`src/include/host_pin_pkg.sv`:
```
// constants, modes and carrier types for the host-port pin function select
package host_pin_pkg;

  localparam int DATA_PINS  = 8;
  localparam int CTRL_PINS  = 5;
  localparam int PIN_COUNT  = DATA_PINS + CTRL_PINS;
  localparam int ADDR_W     = 8;
  localparam int BUS_W      = 32;
  localparam int HOST_ADDR_W = 10;
  localparam int STROBE_COUNT = 3;

  // register byte offsets
  localparam logic [7:0] OFS_PORT_CONTROL = 8'h00;
  localparam logic [7:0] OFS_PIN_DIRECTION = 8'h04;
  localparam logic [7:0] OFS_GPIO_OUT     = 8'h08;
  localparam logic [7:0] OFS_PIN_LEVEL    = 8'h0C;
  localparam logic [7:0] OFS_STATUS       = 8'h10;

  // port control register fields
  localparam int PC_WIDTH       = 6;
  localparam int PC_HOST_EN     = 0;
  localparam int PC_MUX_BUS     = 1;
  localparam int PC_DOUBLE_STB  = 2;
  localparam int PC_ADDR_STB_HI = 3;
  localparam int PC_DATA_STB_HI = 4;
  localparam int PC_READ_STB_HI = 5;

  // pin positions in the pad vectors
  localparam int PIN_A0_AS  = 8;
  localparam int PIN_A1_A8  = 9;
  localparam int PIN_A2_A9  = 10;
  localparam int PIN_RW_RD  = 11;
  localparam int PIN_DS_WR  = 12;

  // strobe shaper lanes
  localparam int STB_ADDR = 0;
  localparam int STB_READ = 1;
  localparam int STB_DATA = 2;

  // reset values: gpio, all pins inputs, strobes active low
  localparam logic [PC_WIDTH-1:0]  PORT_CONTROL_RESET  = 6'h00;
  localparam logic [PIN_COUNT-1:0] PIN_DIRECTION_RESET = 13'h0000;
  localparam logic [PIN_COUNT-1:0] GPIO_OUT_RESET      = 13'h0000;

  typedef enum logic [1:0] {
    MODE_GPIO       = 2'b00,
    MODE_HOST_PLAIN = 2'b01,
    MODE_HOST_MUX   = 2'b10
  } pin_mode_e;

  typedef struct packed {
    logic [DATA_PINS-1:0]   data;
    logic [HOST_ADDR_W-1:0] addr;
    logic                   rw_select;
    logic                   addr_strobe;
    logic                   addr_strobe_rise;
    logic                   read_strobe;
    logic                   read_strobe_rise;
    logic                   data_strobe;
    logic                   data_strobe_rise;
    logic                   write_strobe;
    logic                   write_strobe_rise;
  } host_side_s;

  typedef struct packed {
    logic [DATA_PINS-1:0] data;
    logic                 drive;
  } host_drive_s;

endpackage

```
`src/hw/strobe_shaper.sv`:
```
// polarity correction and rising-edge detection for synchronised strobe pins
`timescale 1ns/1ps
module strobe_shaper
  import host_pin_pkg::*;
#(
  parameter int WIDTH = STROBE_COUNT
) (
  input  wire logic             clk,
  input  wire logic             rst_b,
  input  wire logic [WIDTH-1:0] level_sync,
  input  wire logic [WIDTH-1:0] invert,
  output logic      [WIDTH-1:0] active,
  output logic      [WIDTH-1:0] rise
);

  logic [WIDTH-1:0] active_reg;
  logic [WIDTH-1:0] active_next;
  logic [WIDTH-1:0] rise_reg;
  logic [WIDTH-1:0] rise_next;

  // inversion before the edge detector keeps the edge meaning "became active"
  assign active_next = level_sync ^ invert;
  assign rise_next   = active_next & ~active_reg;

  always_ff @(posedge clk or negedge rst_b) begin
    if (!rst_b) begin
      active_reg <= '0;
      rise_reg   <= '0;
    end else begin
      active_reg <= active_next;
      rise_reg   <= rise_next;
    end
  end

  assign active = active_reg;
  assign rise   = rise_reg;

endmodule // strobe_shaper

```
`src/hw/host_port_pin_function_select.sv`:
```
// host-port pin function select: host bus roles or gpio per pin
// How it works
// - each pin takes its function from the port control register setting
// - host, plain bus: eight data pins are bidirectional host data lines 0-7
// - host, muxed bus: eight data pins carry shared address/data lines 0-7
// - gpio: data pins are port bits 0-7, direction per bit from direction register
// - gpio: address/strobe pins are port bits 8-12, direction per bit
// - plain bus: first address/strobe pin is host address bit 0
// - muxed bus: first pin is address strobe with selectable polarity
// - second address pin: address bit 1 plain, address bit 8 muxed
// - third address pin: address bit 2 plain, address bit 9 muxed
// - single strobe mode: direction pin is sampled as read/write select
// - double strobe mode: direction pin is read strobe with selectable polarity
// - single strobe mode: strobe pin is common data strobe, programmable polarity
// - double strobe mode: strobe pin is write strobe, programmable polarity
// - stop mode disconnects every gpio input so no pin value reaches the core
//
// Added by the designer: the placing of the registers and the address-and-strobe port.
`timescale 1ns/1ps
module host_port_pin_function_select
  import host_pin_pkg::*;
(
  input  wire logic                 clk,
  input  wire logic                 rst_b,
  input  wire logic [ADDR_W-1:0]    bus_addr,
  input  wire logic [BUS_W-1:0]     bus_wdata,
  input  wire logic                 bus_write,
  input  wire logic                 bus_read,
  output logic      [BUS_W-1:0]     bus_rdata,
  input  wire logic                 stop_mode,
  input  wire host_drive_s          host_drive,
  output host_side_s                host_side,
  input  wire logic [PIN_COUNT-1:0] pad_in,
  output logic      [PIN_COUNT-1:0] pad_out,
  output logic      [PIN_COUNT-1:0] pad_oe
);

  // registers
  logic [PC_WIDTH-1:0]  port_control_reg;
  logic [PIN_COUNT-1:0] pin_direction_reg;
  logic [PIN_COUNT-1:0] gpio_out_reg;
  logic [PIN_COUNT-1:0] pin_level_reg;
  logic [BUS_W-1:0]     rdata_reg;
  logic [BUS_W-1:0]     rdata_next;

  // pad path
  logic [PIN_COUNT-1:0] pad_meta_reg;
  logic [PIN_COUNT-1:0] pad_sync_reg;
  logic [PIN_COUNT-1:0] pad_live;
  logic [PIN_COUNT-1:0] pad_out_reg;
  logic [PIN_COUNT-1:0] pad_out_next;
  logic [PIN_COUNT-1:0] pad_oe_reg;
  logic [PIN_COUNT-1:0] pad_oe_next;

  // host side
  host_side_s           host_side_reg;
  host_side_s           host_side_next;
  logic [DATA_PINS-1:0] low_addr_reg;
  logic [DATA_PINS-1:0] low_addr_next;

  // decode
  pin_mode_e            mode;
  logic                 host_en;
  logic                 mux_bus;
  logic                 double_stb;
  logic                 sel_control;
  logic                 sel_direction;
  logic                 sel_gpio_out;
  logic                 sel_level;
  logic                 sel_status;
  logic                 sel_any;

  // strobes
  logic [STROBE_COUNT-1:0] stb_level;
  logic [STROBE_COUNT-1:0] stb_invert;
  logic [STROBE_COUNT-1:0] stb_active;
  logic [STROBE_COUNT-1:0] stb_rise;
  logic                    stb_hold;

  function automatic logic hit(input logic [ADDR_W-1:0] a, input logic [ADDR_W-1:0] ofs);
    hit = (a == ofs);
  endfunction

  // ---------------- register bus ----------------
  assign sel_control   = hit(bus_addr, OFS_PORT_CONTROL);
  assign sel_direction = hit(bus_addr, OFS_PIN_DIRECTION);
  assign sel_gpio_out  = hit(bus_addr, OFS_GPIO_OUT);
  assign sel_level     = hit(bus_addr, OFS_PIN_LEVEL);
  assign sel_status    = hit(bus_addr, OFS_STATUS);
  assign sel_any       = sel_control | sel_direction | sel_gpio_out | sel_level | sel_status;

  always_ff @(posedge clk or negedge rst_b) begin
    if (!rst_b) begin
      port_control_reg  <= PORT_CONTROL_RESET;
      pin_direction_reg <= PIN_DIRECTION_RESET;
      gpio_out_reg      <= GPIO_OUT_RESET;
    end else if (bus_write) begin
      if (sel_control) begin
        port_control_reg <= bus_wdata[PC_WIDTH-1:0];
      end
      if (sel_direction) begin
        pin_direction_reg <= bus_wdata[PIN_COUNT-1:0];
      end
      if (sel_gpio_out) begin
        gpio_out_reg <= bus_wdata[PIN_COUNT-1:0];
      end
    end
  end

  // read data stands only in the cycle after the strobe; unmapped reads return zero
  always_comb begin
    rdata_next = '0;
    if (bus_read) begin
      if (sel_control) begin
        rdata_next[PC_WIDTH-1:0] = port_control_reg;
      end
      if (sel_direction) begin
        rdata_next[PIN_COUNT-1:0] = pin_direction_reg;
      end
      if (sel_gpio_out) begin
        rdata_next[PIN_COUNT-1:0] = gpio_out_reg;
      end
      if (sel_level) begin
        rdata_next[PIN_COUNT-1:0] = pin_level_reg;
      end
      if (sel_status) begin
        rdata_next[1:0] = mode;
        rdata_next[2]   = stop_mode;
        rdata_next[STROBE_COUNT+2:3] = stb_active;
      end
    end
  end

  always_ff @(posedge clk or negedge rst_b) begin
    if (!rst_b) begin
      rdata_reg <= '0;
    end else begin
      rdata_reg <= rdata_next;
    end
  end

  assign bus_rdata = rdata_reg;

  // ---------------- mode decode ----------------
  assign host_en    = port_control_reg[PC_HOST_EN];
  assign mux_bus    = port_control_reg[PC_MUX_BUS];
  assign double_stb = port_control_reg[PC_DOUBLE_STB];
  assign mode       = !host_en ? MODE_GPIO : (mux_bus ? MODE_HOST_MUX : MODE_HOST_PLAIN);

  // ---------------- pad input path ----------------
  always_ff @(posedge clk or negedge rst_b) begin
    if (!rst_b) begin
      pad_meta_reg <= '0;
      pad_sync_reg <= '0;
    end else begin
      pad_meta_reg <= pad_in;
      pad_sync_reg <= pad_meta_reg;
    end
  end

  // stop mode cuts every pin off from the core, not only gpio inputs
  assign pad_live = stop_mode ? '0 : pad_sync_reg;

  // pin level readback shows only gpio inputs; driven bits and host pins read zero
  always_ff @(posedge clk or negedge rst_b) begin
    if (!rst_b) begin
      pin_level_reg <= '0;
    end else begin
      pin_level_reg <= host_en ? '0 : (pad_live & ~pin_direction_reg);
    end
  end

  // ---------------- strobe conditioning ----------------
  // a disconnected strobe is fed its own inactive level so it never fires
  assign stb_invert[STB_ADDR] = ~port_control_reg[PC_ADDR_STB_HI];
  assign stb_invert[STB_READ] = ~port_control_reg[PC_READ_STB_HI];
  assign stb_invert[STB_DATA] = ~port_control_reg[PC_DATA_STB_HI];
  // outside the host function the strobes are held inactive too: the sync stage resets
  // low, which an active-low strobe would otherwise take for an edge after release
  assign stb_hold             = stop_mode || !host_en;
  assign stb_level[STB_ADDR]  = stb_hold ? stb_invert[STB_ADDR] : pad_sync_reg[PIN_A0_AS];
  assign stb_level[STB_READ]  = stb_hold ? stb_invert[STB_READ] : pad_sync_reg[PIN_RW_RD];
  assign stb_level[STB_DATA]  = stb_hold ? stb_invert[STB_DATA] : pad_sync_reg[PIN_DS_WR];

  strobe_shaper #(
    .WIDTH (STROBE_COUNT)
  ) u_strobe_shaper (
    .clk        (clk),
    .rst_b      (rst_b),
    .level_sync (stb_level),
    .invert     (stb_invert),
    .active     (stb_active),
    .rise       (stb_rise)
  );

  // ---------------- host side assembly ----------------
  // low address byte of a muxed cycle is caught when the address strobe goes active
  assign low_addr_next = (mode == MODE_HOST_MUX && stb_rise[STB_ADDR]) ?
                         pad_live[DATA_PINS-1:0] : low_addr_reg;

  always_comb begin
    host_side_next      = '0;
    host_side_next.data = host_en ? pad_live[DATA_PINS-1:0] : '0;
    unique case (mode)
      MODE_HOST_PLAIN: begin
        host_side_next.addr[0] = pad_live[PIN_A0_AS];
        host_side_next.addr[1] = pad_live[PIN_A1_A8];
        host_side_next.addr[2] = pad_live[PIN_A2_A9];
      end
      MODE_HOST_MUX: begin
        host_side_next.addr[DATA_PINS-1:0] = low_addr_reg;
        host_side_next.addr[8]          = pad_live[PIN_A1_A8];
        host_side_next.addr[9]          = pad_live[PIN_A2_A9];
        host_side_next.addr_strobe      = stb_active[STB_ADDR];
        host_side_next.addr_strobe_rise = stb_rise[STB_ADDR];
      end
      MODE_GPIO: begin
        host_side_next.addr = '0;
      end
      default: begin
        host_side_next.addr = '0;
      end
    endcase
    if (host_en && !double_stb) begin
      host_side_next.rw_select        = pad_live[PIN_RW_RD];
      host_side_next.data_strobe      = stb_active[STB_DATA];
      host_side_next.data_strobe_rise = stb_rise[STB_DATA];
    end
    if (host_en && double_stb) begin
      host_side_next.read_strobe       = stb_active[STB_READ];
      host_side_next.read_strobe_rise  = stb_rise[STB_READ];
      host_side_next.write_strobe      = stb_active[STB_DATA];
      host_side_next.write_strobe_rise = stb_rise[STB_DATA];
    end
  end

  always_ff @(posedge clk or negedge rst_b) begin
    if (!rst_b) begin
      host_side_reg <= '0;
      low_addr_reg  <= '0;
    end else begin
      host_side_reg <= host_side_next;
      low_addr_reg  <= low_addr_next;
    end
  end

  assign host_side = host_side_reg;

  // ---------------- pad output path ----------------
  // host mode: data pins follow the host register logic, control pins stay inputs
  genvar g;
  generate
    for (g = 0; g < PIN_COUNT; g++) begin : g_pad
      if (g < DATA_PINS) begin : g_data
        assign pad_oe_next[g]  = host_en ? host_drive.drive : pin_direction_reg[g];
        assign pad_out_next[g] = host_en ? host_drive.data[g] : gpio_out_reg[g];
      end else begin : g_ctrl
        assign pad_oe_next[g]  = !host_en && pin_direction_reg[g];
        assign pad_out_next[g] = !host_en && gpio_out_reg[g];
      end
    end
  endgenerate

  always_ff @(posedge clk or negedge rst_b) begin
    if (!rst_b) begin
      pad_oe_reg  <= '0;
      pad_out_reg <= '0;
    end else begin
      pad_oe_reg  <= pad_oe_next;
      pad_out_reg <= pad_out_next;
    end
  end

  assign pad_oe  = pad_oe_reg;
  assign pad_out = pad_out_reg;
endmodule // host_port_pin_function_select

```
`config.mk`:
```
export PLATFORM = sky130hd
export DESIGN_NAME = host_port_pin_function_select
export DESIGN_NICKNAME = d
export VERILOG_FILES = /design/src/include/host_pin_pkg.sv /design/src/hw/strobe_shaper.sv /design/src/hw/host_port_pin_function_select.sv
export SDC_FILE = /design/constraint.sdc
export NUM_CORES = 1
export LEC_CHECK = 0
export ABC_AREA = 1
export BUFFER_PORTS_ARGS = -buffer_cell sky130_fd_sc_hd__buf_4
export CAP_MARGIN = 25
export CELL_PAD_IN_SITES_DETAIL_PLACEMENT = 1
export CELL_PAD_IN_SITES_GLOBAL_PLACEMENT = 1
export CORE_UTILIZATION = 43
export CTS_CLUSTER_DIAMETER = 150
export DETAILED_ROUTE_END_ITERATION = 8
export GPL_TIMING_DRIVEN = 0
export PLACE_DENSITY_LB_ADDON = 0.08
export SYNTH_ARGS = -nofsm -noshare
export SYNTH_HDL_FRONTEND = slang
export SYNTH_SLANG_ARGS = --single-unit
```
`constraint.sdc`:
```
create_clock -name clk -period 3.3 [get_ports clk]
set_clock_uncertainty 0.1 [all_clocks]
set_input_delay 0 -clock clk [delete_from_list [all_inputs] [get_ports clk]]
set_output_delay 0 -clock clk [all_outputs]
set_load 0.02 [all_outputs]
```
==> impl_metrics.env <==
export IMPL_status="complete, no violations"
export IMPL_cts_root_buffer="clkbuf_16"
export IMPL_synth_edf_count=0
export IMPL_cpPeakStageDelay_ns=0.57
export IMPL_num_rows=41
export IMPL_tns_ns=0
export IMPL_clock_latency_ns=0.42
export IMPL_finalWirelength_um=16600
export IMPL_die_w_um=117
export IMPL_synth_area_per_cell_um2=10.1
export IMPL_r2r_start="port_control_reg[0]$_DFFE_PN0P_"
export IMPL_hold_ws_ns=0.0607
export IMPL_antenna_found_initial=0
export IMPL_synthArstFlopShare_pct=100
export IMPL_portBuffers=113
export IMPL_critPathKind="in -> reg"
export IMPL_synth_flop_cell="dfrtp_1"
export IMPL_die_h_um=117
export IMPL_dp_hpwl_um=10900
export IMPL_synthCells=563
export IMPL_drtPass1Iterations=4
export IMPL_grt_pass1_wl_um=26000
export IMPL_start_util_pct=44.7
export IMPL_maxSlewHeadroom_pct=53.8
export IMPL_drc=0
export IMPL_syn_area_mm2=0.00571
export IMPL_drt_antenna_violating_nets=0
export IMPL_yosysWarnings=0
export IMPL_synth_top_area_share_pct=66.2
export IMPL_rsz0062_at_grt="false"
export IMPL_pin_count=152
export IMPL_crit_chain="dlygate4sd3_1, buf_4, nor2_1, dlygate4sd3_1, nand4_1, clkbuf_1, o21ai_0, nor2_1, dlygate4sd3_1"
export IMPL_ys_ff_latch=151
export IMPL_p_sw_uw=991
export IMPL_min_period_ns=2.46
export IMPL_critical_path_max_fanout=10
export IMPL_min_path_type="in -> async"
export IMPL_cts_sinks=151
export IMPL_cp_start_kind="primary input"
export IMPL_cp_slowest_cell="dlygate4sd3_1"
export IMPL_synthTopCellsByCount="dfrtp_1, nand2_1, inv_1, nor2_1, nand3_1"
export IMPL_viasPerCell=4.80
export IMPL_critical_path_most_common_cell="dlygate4sd3_1"
export IMPL_p_seq_share_pct=46.7
export IMPL_setup_viol=0
export IMPL_first_iter_violations=205
export IMPL_post_route_util_pct=61.8
export IMPL_grt_pass1_vias=4898
export IMPL_track_usage_pct=26.4
export IMPL_clockPowerShare_pct=45.0
export IMPL_power_leakage_nw=4.23
export IMPL_p_int_mw=3.21
export IMPL_swShare_pct=23.6
export IMPL_ys_seq_area_share_pct=66.2
export IMPL_irDropWorstVdd_v=0.000318
export IMPL_slew_viol_final=0
export IMPL_synth_cell_types=27
export IMPL_rr_endpoint="bus_rdata[1]$_DFF_PN0_"
export IMPL_crit_path_end_kind="flop"
export IMPL_core_area_mm2=0.0128
export IMPL_synth_top_area_cell="dfrtp_1"
export IMPL_grt_max_degree=78
export IMPL_yosys_cell_count_top_type="dfrtp_1"
export IMPL_comb_power_share_pct=8.4
export IMPL_crit_required_ns=3.50
export IMPL_ctsResizeCount=0
export IMPL_cts_tree="yes"
export IMPL_power_density_mw_per_mm2=532
export IMPL_ys_top_cells_by_area="dfrtp_1, nand2_1, nand3_1"
export IMPL_worstMarginPinSlew_ns=0.694
export IMPL_drive_gt1_share_pct=27.3
export IMPL_area_growth_pct=38.3
export IMPL_maxCapViolations=0
export IMPL_place_gp_congestion=0.829
export IMPL_final_hold_viol_count=0
export IMPL_die_area_mm2=0.0137
export IMPL_post_drt_wl_per_cell_um=17.6
export IMPL_rr_worst_depth=6
export IMPL_ctsHtreeMaxLevel=4
export IMPL_largest_reg_flops=27
export IMPL_fmax_ghz=0.407
export IMPL_finalNetCount=825
export IMPL_numCtsBuffers=17
export IMPL_clock_path_buffers=2
export IMPL_clkTransAtPathRegs_ns=0.06
export IMPL_crit_arrival_ns=2.65
export IMPL_post_cts_buffers=0
export IMPL_vias=4522
export IMPL_period_share_pct=74.4
export IMPL_crit_start="bus_addr[1]"
export IMPL_antenna_cells=0
export IMPL_reg2reg_slack_ns=1.47
export IMPL_grt_remaining_overflow=0
-- cell families (layout without fill, tap and decap cells) --
group	count (synthesis)	after routing	synth area share (%)
DFF	151	151	66.2
buffers and inverters	109	298	8.94
AOI/OAI and AO/OA	49	49	5.26
and+or+nand+nor	253	253	19.5
other	1	19	0.0657
-- routing by layer --
metal / vias to the layer above / share of wire [%] / GRT usage (%)
met3: 32 / 5.5 / 5.41
met5: - / 0 / 0
met1: 2226 / 42 / 32.1
met4: 0 / 1.9 / 9.45
li1: 2116 / - / -
met2: 148 / 51 / 46.5
-- worst max-delay path by stage --
stage | to | cells past startpoint
global route | bus_rdata[1]$_DFF_PN0_ | 9
global placement | pad_oe[10]$_DFF_PN0_ | 1
CTS | bus_rdata[1]$_DFF_PN0_ | 9
finish | bus_rdata[1]$_DFF_PN0_ | 9
floorplan | low_addr_reg[6]$_DFFE_PN0P_ | 6
detailed placement | pin_level_reg[5]$_DFF_PN0_ | 5
-- per-stage QoR --
stage | total power, mW | area, um^2 | cells | setup slack, ns
after floorplan | 2.13 | 5780 | 581 | 2.04
after global placement | 2.29 | 6840 | 866 | 1.48
after detailed placement | 2.30 | 6870 | 867 | 1.65
after CTS | 4.23 | 7890 | 942 | 0.922
after global routing | 4.35 | 7890 | 942 | 0.731
final | 4.20 | 7890 | 942 | 0.844
-- timing repair --
action | in CTS | in global routing
hold endpoints to repair | 142 | 0
hold buffers | 44 | 0
setup endpoints to repair | 0 | 0
-- power by group through the flow --
stage | clock [mW] | sequential, mW | combinational [mW]
final | 1.89 | 1.96 | 0.352
after global routing | 2.00 | 1.97 | 0.387
after CTS | 1.92 | 1.96 | 0.352
after detailed placement | 0 | 1.99 | 0.309
after global placement | 0 | 1.99 | 0.297
after floorplan | 0 | 2.01 | 0.121
-- placed cells by master (no fill, tap or decap), types with 2 or more instances in the layout --
| cell | n |
|---|---|
| clkinv_2 | 4 |
| clkbuf_8 | 2 |
| nand2_1 | 104 |
| conb_1 | 19 |
| inv_1 | 66 |
| buf_4 | 132 |
| dlygate4sd3_1 | 44 |
| dfrtp_1 | 151 |
| clkbuf_16 | 17 |
| nor4_1 | 3 |
| buf_1 | 2 |
| clkbuf_1 | 7 |
| o21ai_1 | 20 |
| nand3_1 | 52 |
| nand2_2 | 9 |
| o21ai_2 | 13 |
| bufinv_16 | 2 |
| nor2_1 | 58 |
| nor3_1 | 17 |
| clkinvlp_4 | 3 |
| buf_6 | 3 |
| o21ai_0 | 13 |
| buf_2 | 9 |
| o22ai_1 | 2 |
| clkinv_4 | 3 |
| nor2_2 | 4 |
| inv_2 | 3 |
-- layout make-up --
class | count | area [um^2]
Fill cell | 1408 | 4880
Sequential cell | 151 | 3780
Multi-Input combinational cell | 321 | 1490
Timing Repair Buffer | 158 | 1320
Clock buffer | 19 | 453
Inverter | 69 | 259
Buffer | 40 | 251
Tap cell | 172 | 215
Clock inverter | 12 | 129
-- worst max-delay path, delay by kind of cell --
kind / cells / cell delay [ns]
AOI/OAI and AO/OA: 1 / 0.21
buffers and inverters: 5 / 2.09
and+or+nand+nor: 3 / 0.34
No activity file was read; power rests on OpenSTA's default activity.
